`config.mk`:
```
export PLATFORM = sky130hd
export DESIGN_NAME = source_transfer_controller
export DESIGN_NICKNAME = d
export VERILOG_FILES = /design/src/hdl/stc_pkg.sv /design/src/hdl/deb_filter.sv /design/src/hdl/uv_sense.sv /design/src/hdl/source_transfer_controller.sv
export VERILOG_INCLUDE_DIRS = /design/src /design/src/hdl
export SDC_FILE = /design/constraint.sdc
export NUM_CORES = 1
export LEC_CHECK = 0
export BUFFER_PORTS_ARGS = -buffer_cell sky130_fd_sc_hd__buf_2
export CORE_MARGIN = 3
export CORE_UTILIZATION = 40
export CTS_CLUSTER_DIAMETER = 120
export DETAILED_ROUTE_END_ITERATION = 16
export GPL_ROUTABILITY_DRIVEN = 0
export GPL_TIMING_DRIVEN = 0
export PLACE_DENSITY = 0.6
export SLEW_MARGIN = 25
export SYNTH_ARGS = -nofsm -noshare
export SYNTH_HDL_FRONTEND = slang
export SYNTH_SLANG_ARGS = --single-unit
```
`constraint.sdc`:
```
create_clock -name core_clk_i -period 4.45 [get_ports core_clk_i]
set_input_delay 1.1125 -clock core_clk_i [delete_from_list [all_inputs] [get_ports core_clk_i]]
set_output_delay 1.1125 -clock core_clk_i [all_outputs]
set_load 0.005 [all_outputs]
```
`src/hdl/stc_regs.svh`:
```
// Purpose: Timing counts, thresholds and index constants of the transfer controller
// Assumes: 100 MHz core clock, 100 ms timer tick
// Notes:   Times keep their printed unit; tick and cycle counts derive from them
`ifndef STC_REGS_SVH
`define STC_REGS_SVH

`define CLK_FREQ_HZ     100000000
`define TICK_PERIOD_MS  100
`define TICK_CYCLES     (`CLK_FREQ_HZ / 1000 * `TICK_PERIOD_MS)
`define TICKS_PER_S     (1000 / `TICK_PERIOD_MS)
`define DEB_TIME_MS     10
`define DEB_CYCLES      (`CLK_FREQ_HZ / 1000 * `DEB_TIME_MS)

`define TMR_W           16
`define TMR_START       0
`define TMR_XFER        1
`define TMR_RETX        2
`define TMR_STOP        3

`define START_FIX_S     3
`define XFER_FIX_S      3
`define RETX_FIX_MIN    5
`define STOP_FIX_MIN    5
`define START_MIN_MS    500
`define START_MAX_S     15
`define XFER_MIN_S      2
`define XFER_MAX_S      120
`define RETX_MIN_S      6
`define RETX_MAX_MIN    30
`define STOP_MIN_S      2
`define STOP_MAX_MIN    10

`define PCT_W           7
`define PCT_SCALE       100
`define PICKUP_FIX_PCT  85
`define PICKUP_CAL_PCT  100
`define DROP_FIX_PCT    75
`define PICKUP_MIN_PCT  85
`define PICKUP_MAX_PCT  100
`define DROP_MIN_PCT    75
`define DROP_MAX_PCT    98

`endif

```
`src/hdl/stc_pkg.sv`:
```
// Purpose: Types shared by the transfer controller files
// Assumes: Nothing
// Notes:   Enum codes are one-hot
package stc_pkg;

  typedef enum logic [3:0] {
    ST_NORM   = 4'h1,
    ST_OPEN_E = 4'h2,
    ST_EMERG  = 4'h4,
    ST_OPEN_N = 4'h8
  } xfer_state_t;

  typedef struct packed {
    logic test_btn;
    logic remote_test;
    logic inst_retx;
    logic load_sel;
    logic auto_retx;
    logic ovr_emerg;
    logic ovr_norm;
    logic cal_sel;
    logic phase3_sel;
  } ctl_t;

  typedef struct packed {
    logic [15:0] start_t;
    logic [15:0] xfer_t;
    logic [15:0] retx_t;
    logic [15:0] stop_t;
  } delay_set_t;

  typedef struct packed {
    logic [6:0] pickup_pct;
    logic [6:0] drop_pct;
  } thr_t;

  typedef struct packed {
    logic norm_avail;
    logic emerg_avail;
    logic norm_conn;
    logic emerg_conn;
  } lamp_t;

endpackage

```
`src/hdl/deb_filter.sv`:
```
// Purpose: Two-stage synchroniser and stability filter per bit
// Assumes: Output changes only after CYCLES stable samples
// Notes:   Resets to zero on every bit
`timescale 1ns/1ps
`default_nettype none
module deb_filter #(
  parameter int N      = 1,
  parameter int CYCLES = 16
) (
  input  wire logic         clk_i,
  input  wire logic         rstn_i,
  input  wire logic         en_i,
  input  wire logic [N-1:0] d_i,
  output var  logic [N-1:0] q_o
);
  localparam int CW = $clog2(CYCLES + 1);

  genvar g;
  generate
    for (g = 0; g < N; g++) begin : g_bit
      logic          s1_r;
      logic          s2_r;
      logic          q_r;
      logic          q_nxt;
      logic [CW-1:0] cnt_r;
      logic [CW-1:0] cnt_nxt;

      always_comb begin
        q_nxt   = q_r;
        cnt_nxt = cnt_r;
        if (s2_r == q_r) begin
          cnt_nxt = '0;
        end else if (cnt_r == CW'(CYCLES - 1)) begin
          q_nxt   = s2_r;
          cnt_nxt = '0;
        end else begin
          cnt_nxt = cnt_r + 1'b1;
        end
      end

      always_ff @(posedge clk_i) begin
        if (!rstn_i) begin
          s1_r  <= 1'b0;
          s2_r  <= 1'b0;
          q_r   <= 1'b0;
          cnt_r <= '0;
        end else if (en_i) begin
          s1_r  <= d_i[g];
          s2_r  <= s1_r;
          q_r   <= q_nxt;
          cnt_r <= cnt_nxt;
        end
      end

      assign q_o[g] = q_r;
    end
  endgenerate
endmodule // deb_filter
`default_nettype wire

```
`src/hdl/uv_sense.sv`:
```
// Purpose: Undervoltage detector with pickup and dropout hysteresis per channel
// Assumes: Voltage words are percent of nominal
// Notes:   Dropout level is pickup times dropout percent, compared without division
`timescale 1ns/1ps
`default_nettype none
`include "stc_regs.svh"
module uv_sense #(
  parameter int N = 4
) (
  input  wire logic                   clk_i,
  input  wire logic                   rstn_i,
  input  wire logic                   en_i,
  input  wire logic [N-1:0][7:0]      volt_i,
  input  wire logic [`PCT_W-1:0]      pickup_i,
  input  wire logic [`PCT_W-1:0]      drop_i,
  output var  logic [N-1:0]           ok_o
);
  logic [15:0] drop_lvl;

  // Widen before multiplying so the product is not cut to the operand width
  assign drop_lvl = 16'(pickup_i) * 16'(drop_i);

  genvar g;
  generate
    for (g = 0; g < N; g++) begin : g_ch
      logic        ok_r;
      logic        ok_nxt;
      logic [15:0] v_scaled;

      assign v_scaled = 16'(volt_i[g]) * 16'(`PCT_SCALE);

      // Held source drops out only below the dropout level
      always_comb begin
        if (ok_r) begin
          ok_nxt = (v_scaled >= drop_lvl);
        end else begin
          ok_nxt = (volt_i[g] >= 8'(pickup_i));
        end
      end

      always_ff @(posedge clk_i) begin
        if (!rstn_i) begin
          ok_r <= 1'b0;
        end else if (en_i) begin
          ok_r <= ok_nxt;
        end
      end

      assign ok_o[g] = ok_r;
    end
  endgenerate
endmodule // uv_sense
`default_nettype wire

```
`src/hdl/source_transfer_controller.sv`:
```
// Purpose: Sequences load transfer between utility and generator sources
// Assumes: Inputs synchronous to core_clk_i; volt_i channels 0-2 utility, 3 generator
// Notes:   ADJUSTABLE selects the adjustable variant; delays are in 100 ms ticks
`timescale 1ns/1ps
`default_nettype none
`include "stc_regs.svh"
// Overview of operation
// - Available lamps follow each source independently
// - Connected lamps from position, at most one
// - Test runs generator; loads it if selected
// - Instant retransfer skips running retransfer delay
// - Override emergency closes generator when available
// - Override normal closes utility when available
// - Manual mode blocks automatic retransfer
// - Generator failure forces retransfer unless override emergency is set
// - No-load test runs generator without load
// - Fixed variant pickup 85 or 100 percent
// - Adjustable variant three or single phase
// - Start delay from utility loss
// - Transfer delay from generator ready
// - Retransfer delay from utility return
// - Stop delay after load returns
// - Phases monitored depend on variant
// - Utility undervoltage drives the timing sequence
// - Pickup and dropout hysteresis per variant
// - Remote test acts like test input
module source_transfer_controller
  import stc_pkg::*;
#(
  parameter bit ADJUSTABLE  = 1'b0,
  parameter int TICK_CYCLES = `TICK_CYCLES,
  parameter int DEB_CYCLES  = `DEB_CYCLES
) (
  input  wire logic             core_clk_i,
  input  wire logic             rstn_i,
  input  wire logic             ce_i,
  input  wire ctl_t             ctl_i,
  input  wire logic [3:0][7:0]  volt_i,
  input  wire logic             gen_freq_ok_i,
  input  wire logic             pos_norm_i,
  input  wire logic             pos_emerg_i,
  input  wire delay_set_t       dly_i,
  input  wire thr_t             thr_i,
  output var  logic             gen_run_o,
  output var  logic             close_norm_o,
  output var  logic             close_emerg_o,
  output var  lamp_t            lamps_o,
  output var  xfer_state_t      state_o
);
  localparam int TW = `TMR_W;
  localparam int PW = $clog2(TICK_CYCLES);

  localparam logic [TW-1:0] START_FIX = TW'(`START_FIX_S * `TICKS_PER_S);
  localparam logic [TW-1:0] XFER_FIX  = TW'(`XFER_FIX_S * `TICKS_PER_S);
  localparam logic [TW-1:0] RETX_FIX  = TW'(`RETX_FIX_MIN * 60 * `TICKS_PER_S);
  localparam logic [TW-1:0] STOP_FIX  = TW'(`STOP_FIX_MIN * 60 * `TICKS_PER_S);
  localparam logic [TW-1:0] START_MIN = TW'((`START_MIN_MS + `TICK_PERIOD_MS - 1)
                                            / `TICK_PERIOD_MS);
  localparam logic [TW-1:0] START_MAX = TW'(`START_MAX_S * `TICKS_PER_S);
  localparam logic [TW-1:0] XFER_MIN  = TW'(`XFER_MIN_S * `TICKS_PER_S);
  localparam logic [TW-1:0] XFER_MAX  = TW'(`XFER_MAX_S * `TICKS_PER_S);
  localparam logic [TW-1:0] RETX_MIN  = TW'(`RETX_MIN_S * `TICKS_PER_S);
  localparam logic [TW-1:0] RETX_MAX  = TW'(`RETX_MAX_MIN * 60 * `TICKS_PER_S);
  localparam logic [TW-1:0] STOP_MIN  = TW'(`STOP_MIN_S * `TICKS_PER_S);
  localparam logic [TW-1:0] STOP_MAX  = TW'(`STOP_MAX_MIN * 60 * `TICKS_PER_S);

  function automatic logic [TW-1:0] clamp(input logic [TW-1:0] v,
                                          input logic [TW-1:0] lo,
                                          input logic [TW-1:0] hi);
    if (v < lo) begin
      return lo;
    end else if (v > hi) begin
      return hi;
    end
    return v;
  endfunction

  // Input conditioning
  ctl_t                c;
  logic [3:0]          uv_ok;
  logic [6:0]          sense_q;
  logic [`PCT_W-1:0]   pickup;
  logic [`PCT_W-1:0]   drop;

  deb_filter #(.N($bits(ctl_t)), .CYCLES(DEB_CYCLES)) u_ctl_deb (
    .clk_i  (core_clk_i),
    .rstn_i (rstn_i),
    .en_i   (ce_i),
    .d_i    (ctl_i),
    .q_o    (c)
  );

  always_comb begin
    if (ADJUSTABLE) begin
      pickup = `PCT_W'(clamp(TW'(thr_i.pickup_pct), TW'(`PICKUP_MIN_PCT),
                             TW'(`PICKUP_MAX_PCT)));
      drop   = `PCT_W'(clamp(TW'(thr_i.drop_pct), TW'(`DROP_MIN_PCT),
                             TW'(`DROP_MAX_PCT)));
    end else begin
      pickup = c.cal_sel ? `PCT_W'(`PICKUP_CAL_PCT) : `PCT_W'(`PICKUP_FIX_PCT);
      drop   = `PCT_W'(`DROP_FIX_PCT);
    end
  end

  uv_sense #(.N(4)) u_sense (
    .clk_i    (core_clk_i),
    .rstn_i   (rstn_i),
    .en_i     (ce_i),
    .volt_i   (volt_i),
    .pickup_i (pickup),
    .drop_i   (drop),
    .ok_o     (uv_ok)
  );

  deb_filter #(.N(7), .CYCLES(DEB_CYCLES)) u_sense_deb (
    .clk_i  (core_clk_i),
    .rstn_i (rstn_i),
    .en_i   (ce_i),
    .d_i    ({pos_emerg_i, pos_norm_i, gen_freq_ok_i, uv_ok}),
    .q_o    (sense_q)
  );

  logic n_ok;
  logic e_ok;
  logic pos_n;
  logic pos_e;
  logic test_act;
  logic test_load;
  logic ovr_auto;

  always_comb begin
    if (ADJUSTABLE) begin
      n_ok = c.phase3_sel ? &sense_q[2:0] : sense_q[0];
    end else begin
      n_ok = sense_q[0];
    end
  end

  assign e_ok      = sense_q[3] & sense_q[4];
  assign pos_n     = sense_q[5];
  assign pos_e     = sense_q[6];
  assign test_act  = c.test_btn | c.remote_test;
  assign test_load = test_act & c.load_sel;
  assign ovr_auto  = !c.ovr_emerg && !c.ovr_norm;

  // Shared tick prescaler
  logic [PW-1:0] pre_r;
  logic [PW-1:0] pre_nxt;
  logic          tick_r;
  logic          tick_nxt;

  always_comb begin
    tick_nxt = (pre_r == PW'(TICK_CYCLES - 1));
    pre_nxt  = tick_nxt ? '0 : pre_r + 1'b1;
  end

  always_ff @(posedge core_clk_i) begin
    if (!rstn_i) begin
      pre_r  <= '0;
      tick_r <= 1'b0;
    end else if (ce_i) begin
      pre_r  <= pre_nxt;
      tick_r <= tick_nxt;
    end
  end

  // Delay timers
  xfer_state_t   state_r;
  xfer_state_t   state_nxt;
  logic          gen_run_r;
  logic          gen_run_nxt;
  logic [3:0]    tmr_run;
  logic [3:0]    tmr_done;
  logic [TW-1:0] tmr_lim [4];
  logic          start_done;
  logic          need_gen;
  logic          need_load;

  always_comb begin
    if (ADJUSTABLE) begin
      tmr_lim[`TMR_START] = clamp(dly_i.start_t, START_MIN, START_MAX);
      tmr_lim[`TMR_XFER]  = clamp(dly_i.xfer_t, XFER_MIN, XFER_MAX);
      tmr_lim[`TMR_RETX]  = clamp(dly_i.retx_t, RETX_MIN, RETX_MAX);
      tmr_lim[`TMR_STOP]  = clamp(dly_i.stop_t, STOP_MIN, STOP_MAX);
    end else begin
      tmr_lim[`TMR_START] = START_FIX;
      tmr_lim[`TMR_XFER]  = XFER_FIX;
      tmr_lim[`TMR_RETX]  = RETX_FIX;
      tmr_lim[`TMR_STOP]  = STOP_FIX;
    end
  end

  assign start_done = tmr_done[`TMR_START];
  assign need_gen   = start_done | test_act;
  assign need_load  = start_done | test_load;

  always_comb begin
    tmr_run[`TMR_START] = !n_ok;
    tmr_run[`TMR_XFER]  = (state_r == ST_NORM) && gen_run_r && e_ok
                          && need_load && ovr_auto;
    tmr_run[`TMR_RETX]  = (state_r == ST_EMERG) && n_ok && !test_load;
    tmr_run[`TMR_STOP]  = (state_r == ST_NORM) && gen_run_r && !need_gen;
  end

  genvar g;
  generate
    for (g = 0; g < 4; g++) begin : g_tmr
      logic [TW-1:0] cnt_r;
      logic [TW-1:0] cnt_nxt;

      always_comb begin
        if (!tmr_run[g]) begin
          cnt_nxt = '0;
        end else if (tick_r && (cnt_r < tmr_lim[g])) begin
          cnt_nxt = cnt_r + 1'b1;
        end else begin
          cnt_nxt = cnt_r;
        end
      end

      always_ff @(posedge core_clk_i) begin
        if (!rstn_i) begin
          cnt_r <= '0;
        end else if (ce_i) begin
          cnt_r <= cnt_nxt;
        end
      end

      assign tmr_done[g] = tmr_run[g] && (cnt_r >= tmr_lim[g]);
    end
  endgenerate

  // Transfer sequencer
  logic retx_go;

  always_comb begin
    retx_go = (c.ovr_norm && n_ok)
              || (!c.ovr_emerg && ((c.inst_retx && n_ok)
                                   || !e_ok
                                   || (tmr_done[`TMR_RETX] && c.auto_retx)));
  end

  always_comb begin
    state_nxt = state_r;
    case (state_r)
      ST_NORM: begin
        if ((c.ovr_emerg && e_ok) || (ovr_auto && tmr_done[`TMR_XFER])) begin
          state_nxt = ST_OPEN_E;
        end
      end
      ST_OPEN_E: begin
        if (!e_ok || (c.ovr_norm && n_ok)) begin
          state_nxt = ST_OPEN_N;
        end else if (!pos_n && !pos_e) begin
          state_nxt = ST_EMERG;
        end
      end
      ST_EMERG: begin
        if (retx_go) begin
          state_nxt = ST_OPEN_N;
        end
      end
      ST_OPEN_N: begin
        if (c.ovr_emerg && e_ok) begin
          state_nxt = ST_OPEN_E;
        end else if (!pos_n && !pos_e) begin
          state_nxt = ST_NORM;
        end
      end
      default: begin
        state_nxt = ST_OPEN_N;
      end
    endcase
  end

  always_comb begin
    gen_run_nxt = gen_run_r;
    if (need_gen || (state_r != ST_NORM)) begin
      gen_run_nxt = 1'b1;
    end else if (tmr_done[`TMR_STOP]) begin
      gen_run_nxt = 1'b0;
    end
  end

  always_ff @(posedge core_clk_i) begin
    if (!rstn_i) begin
      state_r       <= ST_NORM;
      gen_run_r     <= 1'b0;
      close_norm_o  <= 1'b0;
      close_emerg_o <= 1'b0;
      lamps_o       <= '0;
    end else if (ce_i) begin
      state_r       <= state_nxt;
      gen_run_r     <= gen_run_nxt;
      close_norm_o  <= (state_nxt == ST_NORM);
      close_emerg_o <= (state_nxt == ST_EMERG);
      lamps_o.norm_avail  <= n_ok;
      lamps_o.emerg_avail <= e_ok;
      lamps_o.norm_conn   <= pos_n && !pos_e;
      lamps_o.emerg_conn  <= pos_e && !pos_n;
    end
  end

  assign gen_run_o = gen_run_r;
  assign state_o   = state_r;
endmodule // source_transfer_controller
`default_nettype wire

```
* After elaboration in Yosys (flattened, before gate mapping)
Cells that the tools add are included.
** Storage, ports and cells
- Output and inout port bits :: 11
- Register bits :: 401
** Cells by class
- $mul :: 3
- Reduce and logical (&&, ||, !) cells :: 59
- Bitwise operators :: 18
- Multiplexer cells :: 47
- Add/sub/neg operators :: 18
- Equality and inequality tests :: 37
- $lt $le $gt $ge :: 12
** Operators with widths (number)
- $mux 20 :: 26
- $add 20x1->20 const B :: 13
- $eq 20x20->1 const B :: 13
- $mux 16 :: 8
- $add 16x1->16 const B :: 4
- $reduce_and 3->1 :: 13
- $ge 16x12->1 const B :: 2
- $ge 16x5->1 const B :: 2
- $lt 16x12->1 const B :: 2
- $lt 16x5->1 const B :: 2
- $ge 15x14->1 :: 2
- $mul 8x5->13 const B :: 2
- $logic_and 1x1->1 :: 25
- $add 24x1->24 const B :: 1
- $eq 24x24->1 const B :: 1
- $mux 24 :: 1
- $mux 4 :: 6
- $ge 8x7->1 :: 2
- $pmux 4 s4 :: 1
- $mul 7x7->14 const B :: 1
- $eq 1x1->1 :: 13
- $not 1->1 :: 13
- $reduce_and 2->1 :: 5
- $eq 4x1->1 const B :: 2
- 12 further kinds :: 34

* Logic depth before layout (Yosys ltp)
- Depth in word-level cells :: 12
- Mapped depth :: 16

* Hierarchy
Synthesis repeated with hierarchy kept, for this count alone.
** Unflattened totals
- Cells, all modules :: 3525
- Area total of the unflattened synthesis :: 29266.8 sq um
** Modules (own cells, without submodules)
- deb_filter at u_ctl_deb :: sequential area each 4144.0 sq um, instances 1, cells each 1307, area each 10495.1 sq um
- deb_filter at u_sense_deb :: sequential area each 3223.1 sq um, instances 1, cells each 1005, area each 8212.9 sq um
- uv_sense :: sequential area each 80.1 sq um, instances 1, cells each 678, area each 5916.9 sq um
- source_transfer_controller :: sequential area each 2001.9 sq um, instances 1, cells each 535, area each 4642.0 sq um

* Least setup slack after synthesis
Ideal clock, no wire load.
- Path type :: input to register
- From :: input volt_i[27] (netlist bit)
- To :: register u_sense.g_ch[3].ok_r
- Required time :: 4.376 ns
- Arrival :: 4.055 ns
- Setup slack :: 0.321 ns
- Stages :: 13
- Path buffers :: 0
- Cell sequence :: inv_1 -> ha_1 -> inv_1 -> ha_1 -> fa_1 -> ha_1 -> nor2b_1 -> o31a_1 -> a21oi_1 -> ha_1 -> o21ai_0 -> or4b_2 -> a31oi_1
** Between the ends
- Word-level cells in the longest chain between the ends :: 3
** Ends and longest elaborated chain
- start, declared :: RTL line source_transfer_controller.sv:38 : input wire logic [3:0][7:0] volt_i,
- $mul 8x5->13 :: RTL line uv_sense.sv:30 : assign v_scaled = 16'(volt_i[g]) * 16'(`PCT_SCALE);
- $ge 15x14->1 :: RTL line uv_sense.sv:35 : ok_nxt = (v_scaled >= drop_lvl);
- $mux 1 (*) :: RTL line uv_sense.sv:34 : if (ok_r) begin
- end signal, assigned :: RTL line uv_sense.sv:45 : ok_r <= ok_nxt;
- end, declared :: RTL line uv_sense.sv:26 : logic ok_r;
Mark *: on every way between the ends. The rest lies on a longest branch, timed or not.
A chain may end at the register's enable or synchronous reset.

* Final worst setup path
Same ends and word-level chain as after synthesis.

==> impl_metrics.json <==
{
  "clockRootBuffer": "clkbuf_16",
  "rsz0062_at_grt": "false",
  "wl_um": 59300,
  "critPathMostFrequentCell": "ha_1",
  "synth_area_per_cell_um2": 8.24,
  "area_growth_pct": 12.3,
  "dr_total_vias": 19200,
  "drtIter0Drc": 1362,
  "cts_sinks": 401,
  "post_cts_resized": 0,
  "crit_chain": "buf_2, inv_1, ha_1, inv_1, ha_1, fa_1, ha_1, nor2b_1, o31a_1, a21oi_1, ha_1, o21ai_0, or4b_2, a31oi_1",
  "synthDistinctLibCells": 79,
  "routedWlPerCell_um": 17.7,
  "grt_overflow": 0,
  "drc": 0,
  "vdd_ir_drop_max_mv": 0.237,
  "clkSlewWorstSetupHoldPaths_ns": 0.06,
  "wl_met2_um": 26900,
  "synth-simple-area-share_pct": 27.1,
  "final-setup-viol-count": 0,
  "synth_top_family_by_area": "simple AND/OR/NAND/NOR gates",
  "fmax_ghz": 0.256,
  "top_layer": "met4",
  "clock_skew_ns": 0.0122,
  "crit_arrival_ns": 4.39,
  "ys_seq_area_share_pct": 38.3,
  "vias_per_cell": 5.75,
  "drive_gt1_share_pct": 6.01,
  "cp-start-kind": "input pin",
  "reg2reg_from": "u_ctl_deb.g_bit[5].cnt_r[0]$_SDFFE_PN0P_",
  "path_class": "input pin to flip-flop",
  "insertion_delay_ns": 0.57,
  "post-place-cells": 3263,
  "core_mm2": 0.0516,
  "cts_buffer_depth": 3,
  "die_x_um": 235,
  "initial_core_util_pct": 40.6,
  "rr_worst_depth": 7,
  "final_cells": 3342,
  "synth_fp_nets": 2777,
  "antenna_found_initial": 1,
  "synth.area.top_cells": "dfxtp_1 38%, nor2_1 7.0%, ha_1 6.1%, xor2_1 4.0%, a21oi_1 3.6%",
  "yosysWarnings": 0,
  "cp_top_family": "adder cells",
  "diodes": 0,
  "worstPathMaxFanout": 4,
  "tightest_slew_ns": 1.09,
  "ys.flop_type": "dfxtp_1",
  "num_rows": 83,
  "finalCritPeriodShare_pct": 87.7,
  "final_nets": 2863,
  "slowest_delay_ns": 0.68,
  "cts_hold_buf": 0,
  "layout_commonest_cell": "dfxtp_1",
  "worst_setup_path_end_kind": "flip-flop",
  "dp_hpwl_um": 40900,
  "post-route-min-period_ns": 3.90,
  "crit_slowest_cell": "or4b_2",
  "mostFrequentLayoutCells": "401 x dfxtp_1, 392 x nor2_1, 200 x nand2_1, 151 x a21oi_1, 124 x nand3_1",
  "cts_setup_buffers": 0,
  "finalSetupTns_ns": 0,
  "die_h_um": 235,
  "cts_inserted_buffers": 45,
  "dr.pass1.iters": 5,
  "synth-compound-area-share_pct": 16.5,
  "detail-route-antenna-nets": 0,
  "synth_adder_area_share_pct": 6.66,
  "maxCapViolCount": 0,
  "synth_edf_count": 0,
  "yosys-mux-area-fraction_pct": 1.58,
  "synth_xor_area_share_pct": 6.56,
  "syn_inst": 2544,
  "power_leakage_uw": 0.00845,
  "ys_ff_latch": 401,
  "worstPathRequired_ns": 4.94,
  "reg2reg_to": "u_ctl_deb.g_bit[5].cnt_r[7]$_SDFFE_PN0P_",
  "cts_max_level": 2,
  "status": "finished clean",
  "cp_num_buf_inv": 3,
  "die-area_mm2": 0.0552,
  "yosys.area.top_type": "dfxtp_1",
  "grt_start_max_net_pins": 14,
  "first_global_vias": 18000,
  "min_from": "close_emerg_o$_SDFFE_PN0P_",
  "met3WireLength_um": 3320,
  "slew_headroom_pct": 27.1,
  "hold_viol": 0,
  "portBuffers": 39,
  "drt-met1-wl_um": 26600,
  "groute.usage.overall_pct": 20.7,
  "synth.top_cell.area_share_pct": 38.3,
  "finalWorstSetupSlack_ns": 0.547,
  "synth_area_mm2": 0.0210,
  "post-place-ws_ns": -0.0431,
  "ios": 136,
  "finalPower_uw": 8160,
  "holdWs_ns": 0.436,
  "reg2reg_slack_ns": 1.53,
  "p_per_area_mw_per_mm2": 347,
  "hold_path.class": "flip-flop to flip-flop",
  "cts_tree": "built",
  "hold_depth": 2,
  "maxSlewViolCount": 0,
  "min_to": "close_emerg_o$_SDFFE_PN0P_",
  "async_flop_share_pct": 0,
  "grt_pass1_wl_um": 95200
}
layout make-up:
cell class | count | area, µm²
clock inverter | 10 | 159
inverter | 58 | 218
multi-input combinational | 1967 | 12200
fill | 4957 | 28100
sequential | 401 | 8030
timing repair buffer | 39 | 195
tap | 680 | 851
clock buffer | 69 | 1370
buffer | 118 | 472
synth_stat cells, drive strengths merged (7+ instances only):
| master | n |
|---|---|
| xor2 | 95 |
| a31o | 14 |
| nand3 | 124 |
| o211ai | 20 |
| ha | 102 |
| o21ai | 89 |
| a21oi | 151 |
| inv | 57 |
| nand3b | 11 |
| o22ai | 9 |
| nor3b | 12 |
| or2 | 9 |
| a211oi | 19 |
| nor2b | 13 |
| nor4b | 16 |
| xnor2 | 62 |
| and2 | 19 |
| nand4 | 73 |
| o211a | 27 |
| a41oi | 22 |
| and4 | 15 |
| a31oi | 47 |
| o21a | 15 |
| or4b | 8 |
| or3 | 16 |
| nor4 | 39 |
| nand4b | 8 |
| nor4bb | 7 |
| and3 | 73 |
| buf | 21 |
| nor3 | 90 |
| dfxtp | 401 |
| a21o | 12 |
| mux2i | 33 |
| clkbuf | 97 |
| nand2 | 200 |
| nor2 | 392 |
| nand2b | 9 |
| a311oi | 33 |
| or4 | 13 |
| a22oi | 10 |
how the worst max path moves through the flow:
stage | start | end | slack [ns] | cells past startpoint
6_report | volt_i[27] | u_sense.g_ch[3].ok_r$_SDFFE_PN0P_ | 0.55 | 14
5_1_grt | volt_i[27] | u_sense.g_ch[3].ok_r$_SDFFE_PN0P_ | 0.26 | 14
4_1_cts | volt_i[27] | u_sense.g_ch[3].ok_r$_SDFFE_PN0P_ | 0.56 | 14
3_5_place_dp | volt_i[27] | u_sense.g_ch[3].ok_r$_SDFFE_PN0P_ | -0.04 | 14
3_3_place_gp | ce_i | u_ctl_deb.g_bit[3].cnt_r[13]$_SDFFE_PN0P_ | -0.08 | 8
2_1_floorplan | volt_i[27] | u_sense.g_ch[3].ok_r$_SDFFE_PN0P_ | 0.32 | 13
worst reg2reg max path, stage by stage (launching register included):
cell and delay (ns):
dfxtp_1 0.39, ha_1 0.24, nand4_1 0.21, or2_2 0.38
o311ai_1 0.77, clkbuf_1 0.48, o211ai_1 0.18, o211a_1 0.16
where the power goes:
part	total, µW	switching (µW)	internal (µW)
Combinational	670	433	237
Clock	3850	1510	2340
Sequential	3630	23.0	3610
Total	8160	1970	6190
metrics by stage:
stage | instance area (µm²) | util (%)
2_1_floorplan | 21000 | -
3_3_place_gp | 22000 | 42.6
3_5_place_dp | 22000 | 42.6
4_1_cts | 23500 | 45.6
5_1_grt | 23500 | 45.6
6_report | 23500 | 45.6
layer usage:
metal | vias to the layer above | GRT usage, %
met4 | 0 | 8.50
met3 | 138 | 3.03
met2 | 497 | 34.0
met5 | - | 0
li1 | 9449 | -
met1 | 9138 | 27.2
flip-flops by register name, indices dropped and copies added, names as in the netlist, 5 cells and up:
signal / cells
u_ctl_deb.g_bit.s2_r: 8
u_ctl_deb.g_bit.cnt_r: 160
pre_r: 24
u_ctl_deb.g_bit.q_r: 8
u_ctl_deb.g_bit.s1_r: 8
u_sense_deb.g_bit.q_r: 5
u_sense_deb.g_bit.s1_r: 5
g_tmr.cnt_r: 64
u_sense_deb.g_bit.cnt_r: 100
u_sense_deb.g_bit.s2_r: 5
cells by family (layout without fill, tap and decap cells):
group | count (synthesis) | in the layout
DFF | 401 | 401
buffers and inverters | 176 | 294
adders and majority gates | 108 | 108
and+or+nand+nor | 1152 | 1152
muxes | 33 | 33
xor gates and xnor gates | 157 | 157
AOI/OAI and AO/OA | 517 | 517
(Power assumes the default switching activity.)
